File: src/shared/dcpw_map.svh
`ifndef DCPW_MAP_SVH
`define DCPW_MAP_SVH
// Register byte addresses on the bus
`define DCPW_TB_COUNT_ADDR   8'h00
`define DCPW_PERIOD_ADDR     8'h04
`define DCPW_TB_CTRL_ADDR    8'h08
`define DCPW_DUTY_PEND1_ADDR 8'h0c
`define DCPW_DUTY_ACT1_ADDR  8'h10
`define DCPW_CH_CTRL1_ADDR   8'h14
`define DCPW_DUTY_PEND2_ADDR 8'h18
`define DCPW_DUTY_ACT2_ADDR  8'h1c
`define DCPW_CH_CTRL2_ADDR   8'h20
`define DCPW_RATE_SEL_ADDR   8'h24
// Reset values
`define DCPW_TB_COUNT_RST    8'h00
`define DCPW_PERIOD_RST      8'hff
`define DCPW_TB_CTRL_RST     8'h00
`define DCPW_CH_CTRL_RST     8'h00
`define DCPW_DUTY_RST        8'h00
// Field positions
`define DCPW_CH_DUTY_LSB_HI  5
`define DCPW_CH_DUTY_LSB_LO  4
`define DCPW_CH_MODE_HI      3
`define DCPW_CH_MODE_LO      0
`define DCPW_TB_ON_BIT       2
`define DCPW_TB_PRE_HI       1
`define DCPW_TB_PRE_LO       0
`define DCPW_TB_POST_HI      6
`define DCPW_TB_POST_LO      3
// Timing: instruction cycle is four oscillator periods
`define DCPW_OSC_PER_CYCLE   4
// Rate select presets: limit for 9.75 kHz and 19.53 kHz at prescale 4
`define DCPW_PERIOD_SLOW     8'hff
`define DCPW_PERIOD_FAST     8'h7f
`define DCPW_PRE_FOR_RATE    2'b01
`endif

File: src/shared/dcpw_pkg.sv
package dcpw_pkg;
  typedef enum logic [1:0] {
    DCPW_PRE_1  = 2'b00,
    DCPW_PRE_4  = 2'b01,
    DCPW_PRE_16 = 2'b10
  } dcpw_pre_t;
  typedef enum logic [3:0] {
    DCPW_MODE_OFF = 4'b0000,
    DCPW_MODE_PWM = 4'b1100
  } dcpw_mode_t;
endpackage : dcpw_pkg

File: src/design/dcpw_channel.sv
`include "dcpw_map.svh"
module dcpw_channel
  import dcpw_pkg::*;
#(
  parameter int DW = 10
) (
  input  wire logic          clk,
  input  wire logic          rstn,
  input  wire logic          enable,
  input  wire logic          periodStart,
  input  wire logic          tick,
  input  wire logic [DW-1:0] timeBase,
  input  wire logic [DW-1:0] dutyPending,
  output logic      [DW-1:0] dutyActive,
  output logic               pwmOut
);
  logic [DW-1:0] dutyActive_r;
  logic          pwmOut_r;
  wire           zeroDuty  = (dutyPending == '0);
  // Look one step ahead: the registered pin drops as the count hits duty
  wire [DW-1:0]  timeNext  = timeBase + DW'(1);
  // (RL10) 10-bit duty match
  wire           dutyMatch = tick && (timeNext == dutyActive_r);

  always_ff @(posedge clk or negedge rstn) begin
    if (!rstn) begin
      dutyActive_r <= '0;
      pwmOut_r     <= 1'b0;
    end else if (!enable) begin
      pwmOut_r <= 1'b0;
    end else if (periodStart) begin
      // (RL5) latch pending duty
      dutyActive_r <= dutyPending;
      // (RL4) set unless zero duty
      pwmOut_r     <= !zeroDuty;
    end else if (dutyMatch) begin
      // (RL11) no match means stays high
      pwmOut_r <= 1'b0;
    end
  end

  assign dutyActive = dutyActive_r;
  assign pwmOut     = pwmOut_r;
endmodule : dcpw_channel

File: src/design/dcpw_top.sv
// Functional notes
// (RL1) Period is (limit+1) x4 osc x prescale
// (RL2) Rate select gives 9.75 or 19.53 kHz
// (RL3) Counter clears after matching the limit
// (RL4) Output set at period start unless zero
// (RL5) Pending duty copied to active at start
// (RL6) Postscaler never affects the period
// (RL7) Duty is 8 high bits plus 2 low
// (RL8) Active duty double-buffers pending writes
// (RL9) 10-bit timebase from counter plus two bits
// (RL10) Output cleared on 10-bit duty match
// (RL11) Duty beyond period keeps output high
// (RL12) Resolution limited by osc over pwm rate
// (RL13) Software keeps reserved bits unchanged
// (RL14) Two identical channels share one timebase
// (RL15) Only motor control owns these registers
// (RL16) Counter steps once per prescaled cycle
//
// The AXI4-Lite interface to the registers and the placing of the registers were chosen for this implementation.
`include "dcpw_map.svh"
module dcpw_top
  import dcpw_pkg::*;
(
  input  wire logic        clk,
  input  wire logic        rstn,
  input  wire logic [7:0]  s_axi_awaddr,
  input  wire logic        s_axi_awvalid,
  output logic             s_axi_awready,
  input  wire logic [31:0] s_axi_wdata,
  input  wire logic [3:0]  s_axi_wstrb,
  input  wire logic        s_axi_wvalid,
  output logic             s_axi_wready,
  output logic [1:0]       s_axi_bresp,
  output logic             s_axi_bvalid,
  input  wire logic        s_axi_bready,
  input  wire logic [7:0]  s_axi_araddr,
  input  wire logic        s_axi_arvalid,
  output logic             s_axi_arready,
  output logic [31:0]      s_axi_rdata,
  output logic [1:0]       s_axi_rresp,
  output logic             s_axi_rvalid,
  input  wire logic        s_axi_rready,
  output logic             modulator_output_one,
  output logic             modulator_output_two,
  output logic             postscaleEvent
);
  localparam logic [1:0] RESP_OK  = 2'b00;
  localparam logic [1:0] RESP_ERR = 2'b10;

  // Registers
  logic [7:0] timebase_counter_r;
  logic [7:0] period_limit_r;
  logic [6:0] timebase_control_r;
  logic [7:0] duty_pending_one_r;
  logic [7:0] duty_pending_two_r;
  logic [5:0] channel_control_one_r;
  logic [5:0] channel_control_two_r;
  logic       rate_select_r;
  logic [1:0] quarter_r;
  logic [3:0] preCount_r;
  logic [3:0] postCount_r;
  logic       postscaleEvent_r;

  // Bus state
  logic       awHave_r, wHave_r, bvalid_r, rvalid_r;
  logic [7:0] awAddr_r;
  logic [31:0] wData_r;
  logic [3:0] wStrb_r;
  logic [1:0] bresp_r, rresp_r;
  logic [31:0] rdata_r;

  // ---------------- Timebase ----------------
  wire        tbOn      = timebase_control_r[`DCPW_TB_ON_BIT];
  wire [1:0]  preSel    =
    timebase_control_r[`DCPW_TB_PRE_HI:`DCPW_TB_PRE_LO];
  wire [3:0]  postSel   =
    timebase_control_r[`DCPW_TB_POST_HI:`DCPW_TB_POST_LO];
  // Quarter counter models the four oscillator phases per cycle
  wire        cycleEnd  = (quarter_r == 2'(`DCPW_OSC_PER_CYCLE - 1));
  wire [3:0]  preLimit  = (preSel == DCPW_PRE_1) ? 4'h0 :
                          (preSel == DCPW_PRE_4) ? 4'h3 : 4'hf;
  // (RL16) one step per prescaled cycle
  wire        tbStep    = tbOn && cycleEnd && (preCount_r == preLimit);
  // (RL3) clear after matching limit
  wire        atLimit   = (timebase_counter_r == period_limit_r);
  wire        periodStart = tbStep && atLimit;
  // (RL9) low bits from quarter clock or prescaler
  wire [1:0]  lowBits   = (preSel == DCPW_PRE_1) ? quarter_r :
                          preCount_r[1:0];
  // High prescale takes upper prescaler bits for an even stride
  wire [1:0]  lowBitsX  = preSel[1] ? preCount_r[3:2] :
                          lowBits;
  // (RL12) resolution set by limit and prescale
  wire [9:0]  timeBase  = {timebase_counter_r, lowBitsX};
  wire        fineTick  = tbOn && (preSel == DCPW_PRE_1 ||
                          (preSel == DCPW_PRE_4 ? cycleEnd :
                           cycleEnd && preCount_r[1:0] == 2'b11));

  always_ff @(posedge clk or negedge rstn) begin
    if (!rstn) quarter_r <= 2'b00;
    else if (tbOn) quarter_r <= quarter_r + 2'b01;
  end

  always_ff @(posedge clk or negedge rstn) begin
    if (!rstn) preCount_r <= 4'h0;
    else if (tbOn && cycleEnd)
      preCount_r <= (preCount_r == preLimit) ? 4'h0 : preCount_r + 4'h1;
  end

  // (RL1) period from limit and prescale
  wire [7:0] tbNext = atLimit ? 8'h00 : timebase_counter_r + 8'h01;

  // (RL6) postscaler counts periods only, output separate
  always_ff @(posedge clk or negedge rstn) begin
    if (!rstn) begin
      postCount_r      <= 4'h0;
      postscaleEvent_r <= 1'b0;
    end else begin
      postscaleEvent_r <= periodStart && (postCount_r == postSel);
      if (periodStart)
        postCount_r <= (postCount_r == postSel) ? 4'h0 : postCount_r + 4'h1;
    end
  end

  // ---------------- Channels ----------------
  // (RL7) duty assembled from 8 high and 2 low
  wire [9:0] pendOne = {duty_pending_one_r,
    channel_control_one_r[`DCPW_CH_DUTY_LSB_HI:`DCPW_CH_DUTY_LSB_LO]};
  wire [9:0] pendTwo = {duty_pending_two_r,
    channel_control_two_r[`DCPW_CH_DUTY_LSB_HI:`DCPW_CH_DUTY_LSB_LO]};
  wire enOne = channel_control_one_r[`DCPW_CH_MODE_HI:`DCPW_CH_MODE_LO]
               == DCPW_MODE_PWM;
  wire enTwo = channel_control_two_r[`DCPW_CH_MODE_HI:`DCPW_CH_MODE_LO]
               == DCPW_MODE_PWM;
  wire [9:0] actOne, actTwo;

  // (RL14) two identical channels
  // (RL8) active duty double buffer
  dcpw_channel #(.DW(10)) u_chOne (
    .clk(clk), .rstn(rstn), .enable(enOne), .periodStart(periodStart),
    .tick(fineTick), .timeBase(timeBase), .dutyPending(pendOne),
    .dutyActive(actOne), .pwmOut(modulator_output_one));
  dcpw_channel #(.DW(10)) u_chTwo (
    .clk(clk), .rstn(rstn), .enable(enTwo), .periodStart(periodStart),
    .tick(fineTick), .timeBase(timeBase), .dutyPending(pendTwo),
    .dutyActive(actTwo), .pwmOut(modulator_output_two));

  // ---------------- AXI4-Lite write ----------------
  wire doWrite = awHave_r && wHave_r && !bvalid_r;
  wire wLane0  = wStrb_r[0];
  wire wTb     = doWrite && wLane0 && awAddr_r == `DCPW_TB_COUNT_ADDR;
  wire wPer    = doWrite && wLane0 && awAddr_r == `DCPW_PERIOD_ADDR;
  wire wTbc    = doWrite && wLane0 && awAddr_r == `DCPW_TB_CTRL_ADDR;
  wire wDp1    = doWrite && wLane0 && awAddr_r == `DCPW_DUTY_PEND1_ADDR;
  wire wCc1    = doWrite && wLane0 && awAddr_r == `DCPW_CH_CTRL1_ADDR;
  wire wDp2    = doWrite && wLane0 && awAddr_r == `DCPW_DUTY_PEND2_ADDR;
  wire wCc2    = doWrite && wLane0 && awAddr_r == `DCPW_CH_CTRL2_ADDR;
  wire wRate   = doWrite && wLane0 && awAddr_r == `DCPW_RATE_SEL_ADDR;
  wire wMapped = awAddr_r == `DCPW_TB_COUNT_ADDR ||
                 awAddr_r == `DCPW_PERIOD_ADDR ||
                 awAddr_r == `DCPW_TB_CTRL_ADDR ||
                 awAddr_r == `DCPW_DUTY_PEND1_ADDR ||
                 awAddr_r == `DCPW_DUTY_ACT1_ADDR ||
                 awAddr_r == `DCPW_CH_CTRL1_ADDR ||
                 awAddr_r == `DCPW_DUTY_PEND2_ADDR ||
                 awAddr_r == `DCPW_DUTY_ACT2_ADDR ||
                 awAddr_r == `DCPW_CH_CTRL2_ADDR ||
                 awAddr_r == `DCPW_RATE_SEL_ADDR;
  wire [7:0] wByte = wData_r[7:0];

  always_ff @(posedge clk or negedge rstn) begin
    if (!rstn) begin
      awHave_r <= 1'b0;
      wHave_r  <= 1'b0;
      awAddr_r <= 8'h00;
      wData_r  <= 32'h0000_0000;
      wStrb_r  <= 4'h0;
      bvalid_r <= 1'b0;
      bresp_r  <= RESP_OK;
    end else begin
      if (s_axi_awvalid && !awHave_r) begin
        awHave_r <= 1'b1;
        awAddr_r <= {s_axi_awaddr[7:2], 2'b00};
      end
      if (s_axi_wvalid && !wHave_r) begin
        wHave_r <= 1'b1;
        wData_r <= s_axi_wdata;
        wStrb_r <= s_axi_wstrb;
      end
      if (doWrite) begin
        awHave_r <= 1'b0;
        wHave_r  <= 1'b0;
        bvalid_r <= 1'b1;
        bresp_r  <= wMapped ? RESP_OK : RESP_ERR;
      end else if (bvalid_r && s_axi_bready) begin
        bvalid_r <= 1'b0;
      end
    end
  end

  // Register file; rate select preloads the period and prescale
  always_ff @(posedge clk or negedge rstn) begin
    if (!rstn) begin
      timebase_counter_r    <= `DCPW_TB_COUNT_RST;
      period_limit_r        <= `DCPW_PERIOD_RST;
      timebase_control_r    <= 7'(`DCPW_TB_CTRL_RST);
      duty_pending_one_r    <= `DCPW_DUTY_RST;
      duty_pending_two_r    <= `DCPW_DUTY_RST;
      channel_control_one_r <= 6'(`DCPW_CH_CTRL_RST);
      channel_control_two_r <= 6'(`DCPW_CH_CTRL_RST);
      rate_select_r         <= 1'b0;
    end else begin
      // Software write wins over the counter step
      if (wTb) timebase_counter_r <= wByte;
      else if (tbStep) timebase_counter_r <= tbNext;
      if (wPer) period_limit_r <= wByte;
      if (wTbc) timebase_control_r <= wByte[6:0];
      if (wDp1) duty_pending_one_r <= wByte;
      if (wDp2) duty_pending_two_r <= wByte;
      if (wCc1) channel_control_one_r <= wByte[5:0];
      if (wCc2) channel_control_two_r <= wByte[5:0];
      // (RL2) 9.75 kHz or 19.53 kHz preset
      if (wRate) begin
        rate_select_r  <= wByte[0];
        period_limit_r <= wByte[0] ? `DCPW_PERIOD_FAST : `DCPW_PERIOD_SLOW;
        timebase_control_r[`DCPW_TB_PRE_HI:`DCPW_TB_PRE_LO] <=
          `DCPW_PRE_FOR_RATE;
      end
    end
  end

  // ---------------- AXI4-Lite read ----------------
  wire [7:0] rAddr = {s_axi_araddr[7:2], 2'b00};
  logic [31:0] rMux;
  logic        rOk;
  always_comb begin
    rOk  = 1'b1;
    case (rAddr)
      `DCPW_TB_COUNT_ADDR:   rMux = {24'h0, timebase_counter_r};
      `DCPW_PERIOD_ADDR:     rMux = {24'h0, period_limit_r};
      `DCPW_TB_CTRL_ADDR:    rMux = {25'h0, timebase_control_r};
      `DCPW_DUTY_PEND1_ADDR: rMux = {24'h0, duty_pending_one_r};
      `DCPW_DUTY_ACT1_ADDR:  rMux = {24'h0, actOne[9:2]};
      `DCPW_CH_CTRL1_ADDR:   rMux = {26'h0, channel_control_one_r};
      `DCPW_DUTY_PEND2_ADDR: rMux = {24'h0, duty_pending_two_r};
      `DCPW_DUTY_ACT2_ADDR:  rMux = {24'h0, actTwo[9:2]};
      `DCPW_CH_CTRL2_ADDR:   rMux = {26'h0, channel_control_two_r};
      `DCPW_RATE_SEL_ADDR:   rMux = {31'h0, rate_select_r};
      default: begin
        rMux = 32'h0000_0000;
        rOk  = 1'b0;
      end
    endcase
  end

  always_ff @(posedge clk or negedge rstn) begin
    if (!rstn) begin
      rvalid_r <= 1'b0;
      rdata_r  <= 32'h0000_0000;
      rresp_r  <= RESP_OK;
    end else if (s_axi_arvalid && !rvalid_r) begin
      rvalid_r <= 1'b1;
      rdata_r  <= rMux;
      rresp_r  <= rOk ? RESP_OK : RESP_ERR;
    end else if (rvalid_r && s_axi_rready) begin
      rvalid_r <= 1'b0;
    end
  end

  assign s_axi_awready  = !awHave_r;
  assign s_axi_wready   = !wHave_r;
  assign s_axi_bvalid   = bvalid_r;
  assign s_axi_bresp    = bresp_r;
  assign s_axi_arready  = !rvalid_r;
  assign s_axi_rvalid   = rvalid_r;
  assign s_axi_rdata    = rdata_r;
  assign s_axi_rresp    = rresp_r;
  assign postscaleEvent = postscaleEvent_r;
endmodule : dcpw_top

File: config.mk
export PLATFORM = sky130hd
export DESIGN_NAME = dcpw_top
export DESIGN_NICKNAME = d
export VERILOG_FILES = /design/src/shared/dcpw_pkg.sv /design/src/design/dcpw_channel.sv /design/src/design/dcpw_top.sv
export VERILOG_INCLUDE_DIRS = /design/src /design/src/shared
export SDC_FILE = /design/constraint.sdc
export NUM_CORES = 1
export LEC_CHECK = 0
export BUFFER_PORTS_ARGS = -buffer_cell sky130_fd_sc_hd__buf_2
export CORE_MARGIN = 4
export CORE_UTILIZATION = 30
export CTS_BUF_LIST = sky130_fd_sc_hd__clkbuf_2 sky130_fd_sc_hd__clkbuf_4 sky130_fd_sc_hd__clkbuf_8
export DETAILED_ROUTE_END_ITERATION = 7
export GPL_TIMING_DRIVEN = 0
export MAX_ROUTING_LAYER = met4
export PLACE_DENSITY = 0.49
export SLEW_MARGIN = 20
export SYNTH_ARGS = -nofsm -noshare
export SYNTH_HDL_FRONTEND = slang
export SYNTH_SLANG_ARGS = --single-unit
File: constraint.sdc
create_clock -name clk -period 4.05 [get_ports clk]
set_clock_uncertainty 0.1 [all_clocks]
set_input_delay 0.6075 -clock clk [delete_from_list [all_inputs] [get_ports clk]]
set_output_delay 0.6075 -clock clk [all_outputs]
set_load 0.03 [all_outputs]
==> results of run 1 <==
kinds of logic after synthesis:
kind of cell             after synthesis
AO/OA/AOI/OAI                        123
XOR/XNOR                              37
adder cells (fa/ha/maj)                4
buffers and inverters                 65
flip-flops                           114
multiplexers                          75
other                                  1
AND/OR/NAND/NOR                      185
cell usage after synthesis (10+ instances only):
| cell type | number | area [sq um] |
|---|---|---|
| sky130_fd_sc_hd__dfrtp_1 | 106 | 2650 |
| sky130_fd_sc_hd__clkbuf_1 | 12 | 45.0 |
| sky130_fd_sc_hd__mux2_2 | 68 | 766 |
| sky130_fd_sc_hd__nor2_1 | 39 | 146 |
| sky130_fd_sc_hd__nor4_1 | 11 | 68.8 |
| sky130_fd_sc_hd__a21oi_1 | 24 | 120 |
| sky130_fd_sc_hd__nand3_1 | 16 | 80.1 |
| sky130_fd_sc_hd__xnor2_1 | 29 | 254 |
| sky130_fd_sc_hd__nand2_1 | 50 | 188 |
| sky130_fd_sc_hd__nor3_1 | 12 | 60.1 |
| sky130_fd_sc_hd__buf_4 | 26 | 195 |
| sky130_fd_sc_hd__buf_6 | 10 | 113 |
| sky130_fd_sc_hd__o21ai_0 | 37 | 185 |
| sky130_fd_sc_hd__inv_1 | 12 | 45.0 |
| sky130_fd_sc_hd__a22oi_1 | 11 | 82.6 |
power groups by stage:
stage,Clock [mW],Sequential [mW],Combinational [mW]
final,1.13,1.86,1.64
after detailed placement,0,1.89,1.62
after floorplan,0,1.70,1.23
after global placement,0,1.88,1.60
after CTS,1.16,1.86,1.63
after global routing,1.21,1.91,1.80
worst max path at each step:
| stage | start | endpoint | depth (start not counted) |
|---|---|---|---|
| 5_1_grt | timebase_counter_r[1]$_DFFE_PN0P_ | u_chOne.pwmOut$_DFFE_PN0P_ | 8 |
| 6_report | timebase_counter_r[1]$_DFFE_PN0P_ | u_chOne.pwmOut$_DFFE_PN0P_ | 8 |
| 4_1_cts | timebase_counter_r[1]$_DFFE_PN0P_ | u_chOne.pwmOut$_DFFE_PN0P_ | 8 |
| 3_5_place_dp | s_axi_araddr[7] | s_axi_rdata[1]$_DFFE_PN0P_ | 8 |
| 2_1_floorplan | s_axi_araddr[7] | s_axi_rdata[7]$_DFFE_PN0P_ | 7 |
| 3_3_place_gp | rstn | postCount_r[0]$_DFFE_PN0P_ | 1 |
worst max-delay path, delay by kind of cell, from the launching register on:
family,cells,cell delay (ps)
flops,1,380
fa+ha+maj,1,330
simple gates,4,1200
compound gates,3,580
routing by layer:
metal / part of all wire, % / global-route usage (%)
met5: 0 / -
met4: 1.3 / 4.79
met3: 5.4 / 3.36
met2: 48 / 25.4
met1: 45 / 21.7
metrics by stage:
step / instances / util (%)
3_3_place_gp: 943 / 34.0
6_report: 976 / 36.2
3_5_place_dp: 944 / 34.2
4_1_cts: 976 / 36.2
5_1_grt: 976 / 36.2
2_1_floorplan: 629 / -
final cells by class:
class | count | area [sq um] | area share, %
Multi-Input combinational cell | 450 | 3120 | 42.0
Sequential cell | 114 | 2860 | 38.6
Buffer | 53 | 385 | 5.19
Tap cell | 270 | 338 | 4.55
Clock buffer | 20 | 275 | 3.71
Timing Repair Buffer | 45 | 254 | 3.42
Clock inverter | 12 | 145 | 1.95
Inverter | 12 | 45.0 | 0.607
sequential cells by signal, indices dropped and copies added (netlist names), 7 cells and up:
| register | cells |
|---|---|
| duty_pending_one_r | 8 |
| duty_pending_two_r | 8 |
| period_limit_r | 8 |
| s_axi_rdata | 8 |
| timebase_control_r | 7 |
| timebase_counter_r | 8 |
| u_chOne.dutyActive | 10 |
| u_chTwo.dutyActive | 10 |
| wData_r | 8 |
==> results.txt, run 1 <==
The synthesized-area fraction occupied by xor and xnor cells came out at 5.13%. The endpoint identified for the worst register-to-register timing path is u_chOne.pwmOut$_DFFE_PN0P_. The fmax is roughly 360 MHz.

The area of the core region came out at a little over 20000 sq um. The layout-stage area growth over the synthesis result came out at 17.6%. By area, the combinational part of the netlist is dominated by simple AND/OR/NAND/NOR gates. In the synthesized netlist the async set-or-reset flop fraction comes to between 90% and 100%. The final count of pins violating max slew is 0. Measured along the y axis, the die boundary spans about 150 um.

The initial antenna violation count came to 0. The simple-gate area share of the yosys netlist is between 10% and 20%. STA classifies the critical path startpoint as a register. The minimum setup slack after placement is 1130 ps. At the worst endpoint, the arrival time is about 2900 ps. Leaving out fill and tap cells, the most frequent cell in the layout is sky130_fd_sc_hd__dfrtp_1. For this configuration, the core starts out at a cell density of between 30 and 40%. The critical path in this run is classified as reg -> reg. The final worst setup slack came out at 1310 ps. The deepest level of the CTS H-tree came out at 4. The shortest clock period the worst path allows after layout is 2740 ps. TritonCTS built the clock tree. The post-DP HPWL came out at 13700 um. Clock tree synthesis selected as its root buffer the cell sky130_fd_sc_hd__clkbuf_8. During placement, the flow inserted port buffers numbering between 40 and 50. The leakage power figure is 3.33 nW. For this design, the CTS-stage hold fixing added 0 buffers.

The total number of vias is slightly above 5000. Setup repair after global routing left no endpoint under its margin. After detailed routing, the total wire length is 18300 um. The cell area after synthesis came out at around 6300 sq um. Clock-pin slew was measured on the worst setup and hold paths at roughly 80 ps.

The count of nets left with antenna violations once routing finished came out at 0. The final layout contains 756 nets. The count of yosys warnings during synthesis is 0.

For this design the total switching power over the nets is around 1.9 mW. In this run the count of I/O pins placed on the die edge is slightly above 100. Sequential elements use 45.3% of the synthesized area. Data on the critical path is required at its endpoint by 4240 ps. The endpoint class of the critical path is a register. The per-cell routed wire length came out at ~19 um. The depth of the worst register-to-register path is 8. Total power for the finished layout comes to between 4 and 5 mW. The proportion of power drawn by the clock network is 24.4%.

In this run, distinct cell masters in the synthesized netlist total 69. The post-synthesis area per instance came out at ~10 sq um. The share of the cycle needed by the critical path after routing came out at 67.8%. The cell row count came out at 52.

The number of setup buffers added after CTS is 0. The peak per-stage delay on the critical path is about 380 ps. The top cell types in the final layout, fill and taps aside, are 106 x sky130_fd_sc_hd__dfrtp_1, 68 x sky130_fd_sc_hd__mux2_2, 50 x sky130_fd_sc_hd__nand2_1. The min-delay analysis places its worst path in the category in -> async. The clock passes through at most 2 buffers. The repair_antennas step left the layout with diodes totalling 0. The overall routing resource usage is around 16%. The flow ran to the end, and the final reports show no timing, DRC or antenna violations. Once placement finished, the instance area stood at approximately 7000 sq um. The most used flip-flop cell after synthesis is sky130_fd_sc_hd__dfrtp_1.

Power spread over the standard cell area amounts to between 600 and 700 nW/um^2. The fraction of layout cells with a size suffix above 1 is between 20 and 30%. In this run the register-to-register setup slack is between 1000 and 1500 ps. The number of maximum-capacitance violations is 0. Summing the areas of all fa, ha and maj instances in the mapped netlist gives 0.793% of the synthesized area. The number of vias per cell is between 5 and 6. The total of endpoints with negative setup slack in the final report is 0. The number of buffers created by CTS is 17. The largest fanout on the critical path is 7. The total overflow left after global routing is 0. The post-synthesis cell count came out at between 600 and 700.

The critical path goes through ha_1 > and3_2 > and3_1 > nor3b_4 > o22ai_1 > a2111o_1 > nor4_1 > o22ai_1. The number of fill cells in the layout is around 2100. Entering global routing, the biggest net connects 63 pins. The worst register-to-register path begins at timebase_counter_r[1]$_DFFE_PN0P_. Before antenna repair, the detailed router went through 7 iterations. The post-detailed-route DRC marker count came out at 0. The register bit total from synthesis came out at about 110. The later-pin clock latency in the skew report came out at 440 ps. The clock sink count is roughly 110. The horizontal die dimension came out at 153 um. The internal power component came out at 2.78 mW. The post-route cell area is 7430 sq um.

The first-iteration detailed-routing DRC count came out at between 400 and 500. Of the post-synthesis cell area, the part taken by muxes is 13.3%. The via count of the first global-routing pass came out at around 5100. The synthesized netlist devotes a little over an eighth of its cell area to compound gates. The final RePlAce weighted congestion is 0.899. The cell that appears most often on the critical path is sky130_fd_sc_hd__o22ai_1. The part of the total power dissipated in combinational logic came out at between 30% and 40%. The max-slew headroom at the worst pin came out at about 30%.

The number of synthesized flops with an enable pin came out at 0. The slew at the pin closest to its max-slew limit came out at 1050 ps. The hold slack came out at roughly 47 ps. The first global-routing pass estimated 29500 um of wire. The net switching share of the total power is about two fifths. The quantity of gates resized following cts came out at 0. The final sum of negative setup slack came out at 0 ps. The portion of total power attributed to sequential cells came out at roughly 40%.

The largest individual stage delay along the critical path comes from the cell sky130_fd_sc_hd__dfrtp_1. The final number of hold-violating endpoints was 0. The largest voltage drop on the vdd net came out at between 0.3 and 0.4 mV.

The total die area is approximately 23000 sq um.
No activity file was read; power rests on OpenSTA's default activity.
==> run 2, diff against run 1 <==
- PLACE_DENSITY: 0.49 -> 0.5
- clock period: 4.05 -> 2.5 ns (I/O delays scaled with it)
==> run 2 against run 1 <==
- via count up 1.4%
- clock-buffer cell count fell by 1
- critical path type unchanged
- core utilization increased by 0.94 points
- non-clock buffer count up 12
- combinational power up 74%
- design area is 2.6% higher
- first-iteration DRC count is 2.5% lower
- critical endpoint unchanged
- global-route usage fell by 0.25 points
- sequential power grew 63%
- wire length rose by 0.76%
- sequential share of layout area down 0.96 points
- setup slack lost 1200 ps
==> results.txt, run 2 (synthesis results as in run 1) <==
The later-pin clock latency in the skew report is 440 ps (about the same). The final number of hold-violating endpoints came out at 0 (unchanged). The number of buffers created by CTS was 17 (unchanged). The number of buffers added on ports is 44 (unchanged). The top-level I/O count came out at 103 (unchanged). The post-route core utilization came out at 37.2% (was 36.2%). The post-detailed-route DRC marker count came out at 0 (unchanged). The clock tree root driver cell is sky130_fd_sc_hd__clkbuf_8 (unchanged). The horizontal die dimension is 153 um (unchanged). The per-cell routed wire length was 18.7 um (about the same). Setup repair after global routing missed its margin: yes (was no).

The number of nets in the finished design was 768 (was 756). The worst hold path passes through 3 cells. The leakage power figure came to 3.41 nW (was 3.33 nW). The initial antenna violation count is 0 (unchanged). The final count of pins violating max slew is 0 (unchanged). The die height came out at 153 um (unchanged). The cell row count is 52 (unchanged). The post-DP HPWL is 13600 um (was 13700 um). The number of stages on the worst setup path is 9 (was 8). The total of endpoints with negative setup slack in the final report is 0 (unchanged). The areal power density over the cells is 999 nW/um^2 (was 624 nW/um^2). The placed instance area was 7010 sq um (unchanged). The depth of the worst register-to-register path is 9 (was 8). The number of antenna-violating nets in the routed design is 0 (unchanged). The leading cell type in the layout, fill and taps excluded is sky130_fd_sc_hd__dfrtp_1 (unchanged). The largest fanout on the critical path is 10 (was 7). The via count of the first global-routing pass is 5033 (was 5083). The endpoint class of the critical path is a register (unchanged).

Commonest cells after routing, fill and taps aside: 105 x sky130_fd_sc_hd__dfrtp_1, 68 x sky130_fd_sc_hd__mux2_2, 48 x sky130_fd_sc_hd__nand2_1 (was 106 x sky130_fd_sc_hd__dfrtp_1, 68 x sky130_fd_sc_hd__mux2_2, 50 x sky130_fd_sc_hd__nand2_1). The number of vias per cell is 5.20 (was 5.19). The deepest level of the CTS H-tree came out at 4 (unchanged). The layout-stage area growth over the synthesis result is 20.7% (was 17.6%).

The detailed-route wire length is 18400 um (was 18300 um). The final sum of negative setup slack came out at 0 ps (unchanged). The shortest clock period the worst path allows after layout is 2390 ps (was 2740 ps). The startpoint type of the worst setup path was a register (unchanged).

The clock tree from TritonCTS is done (unchanged). The class of the worst hold path is in -> reg (was in -> async). The total die area is 23400 sq um (unchanged).

The family with the most delay on the worst path is compound AO/OA/AOI/OAI gates (was simple AND/OR/NAND/NOR gates). The largest voltage drop on the vdd net is 0.558 mV (was 0.324 mV). The number of maximum-capacitance violations came to 0 (unchanged). The routed metal-1 wirelength was 8210 um (was 8300 um). The sum of buffers and inverters on the critical path came out at 2 (was 0).

The initial cell density of the core came out at 30.8% (unchanged). The max-slew headroom at the worst pin was 27.8% (was 29.2%). The required time of the worst setup path came out at 2690 ps (was 4240 ps). The area of the core region was 20500 sq um (unchanged). The overall routing resource usage is 16.1% (was 16.4%). The post-route cell area is 7620 sq um (was 7430 sq um). The peak per-stage delay on the critical path was 380 ps (about the same). The maximum buffer depth of the clock tree is 2 (unchanged). The routed length on met3 came out at 1140 um (was 994 um). The antenna diode count is 0 (unchanged). The final RePlAce weighted congestion is 0.901 (was 0.899).

The cell with the largest stage delay on the worst path is sky130_fd_sc_hd__dfrtp_1 (unchanged). The fraction of layout cells with a size suffix above 1 is 32.9% (was 29.9%). The critical path start-end classification is reg -> reg (unchanged). The slew at the pin closest to its max-slew limit came out at 1070 ps (was 1050 ps). The wire length of the first global-routing pass is 28900 um (was 29500 um). The post-CTS clock slew at the launch and capture registers of the worst setup and hold paths came out at 70 ps (was 80 ps). The length of routed met2 wiring came out at 8600 um (was 8750 um). The total iterations of the first detailed-routing run was 8 (was 7). The data arrival time of the critical path is 2580 ps (was 2930 ps). Status: finished, final reports clean (unchanged).

The largest net degree at the start of global routing came out at 81 (was 63). The fmax came out at 419 MHz (was 364 MHz). Cell chain of the critical path: buf_6 > mux2_4 > o21ai_4 > buf_8 > nor3_1 > o32ai_1 > o21ai_0 > nor4_2 > o22ai_1 (was ha_1 > and3_2 > and3_1 > nor3b_4 > o22ai_1 > a2111o_1 > nor4_1 > o22ai_1).

The clock sink count is 114 (unchanged). The share of the cycle needed by the critical path after routing is 95.5% (was 67.8%). The total congestion overflow is 0 (unchanged). The highest routing layer actually used was met4 (unchanged). The first-iteration detailed-routing DRC count came to 471 (was 483). The total number of vias came out at 5133 (was 5064).
==> run 2: final cells by class <==
cell class,instances,area (sq um)
buffer,53,392
clock buffer,19,255
clock inverter,12,134
fill,2114,12900
inverter,12,45.0
multi-input combinational,450,3220
sequential,114,2860
tap,270,338
timing repair buffer,57,374
==> run 2: stage by stage <==
stage / cells / power [mW] / hold slack (ps) / setup slack, ps
after global placement: 943 / 5.61 / 370 / -474
after floorplan: 629 / 4.75 / -20.6 / 223
final: 987 / 7.61 / 45.9 / 112
after CTS: 980 / 7.49 / 20.2 / -36.4
after global routing: 987 / 8.08 / 37.5 / -23.2
after detailed placement: 944 / 5.69 / 208 / -244
==> run 2: final timing paths <==
kind	start	end	slack [ps]
min in group asynchronous	rstn	quarter_r[0]$_DFFE_PN0P_	300
max reg2reg	timebase_control_r[0]$_DFFE_PN0P_	u_chOne.pwmOut$_DFFE_PN0P_	110
max	timebase_control_r[0]$_DFFE_PN0P_	u_chOne.pwmOut$_DFFE_PN0P_	110
max in group asynchronous	rstn	timebase_control_r[4]$_DFFE_PN0P_	1270
min	s_axi_wdata[0]	wData_r[0]$_DFFE_PN0P_	50
min reg2reg	s_axi_rdata[7]$_DFFE_PN0P_	s_axi_rdata[7]$_DFFE_PN0P_	390
==> run 2: tightest hold or removal path: cells and delay by family <==
| kind | cells | cell delay, ps |
|---|---|---|
| buffers and inverters | 1 | 70 |
| AO/OA/AOI/OAI | 1 | 60 |
| AND/OR/NAND/NOR | 1 | 40 |
==> run 2: repair_timing <==
action	CTS	global route
endpoints found under the setup margin	15	45
cloned	0	0
hold endpoints to repair	35	0
buffers inserted	3	7
hold buffers	2	0
pin swaps	1	8
resized for setup	8	22
==> run 2: power by group <==
part,switching (mW),internal (mW)
Combinational,1.57,1.28
Sequential,0.671,2.35
Clock,0.813,0.921
Total,3.06,4.55
==> run 2: per-layer routing <==
layer,vias up,track usage (%)
met1,2533,21.5
met3,33,3.51
met2,195,24.6
met4,0,5.05
met5,-,-
li1,2372,-
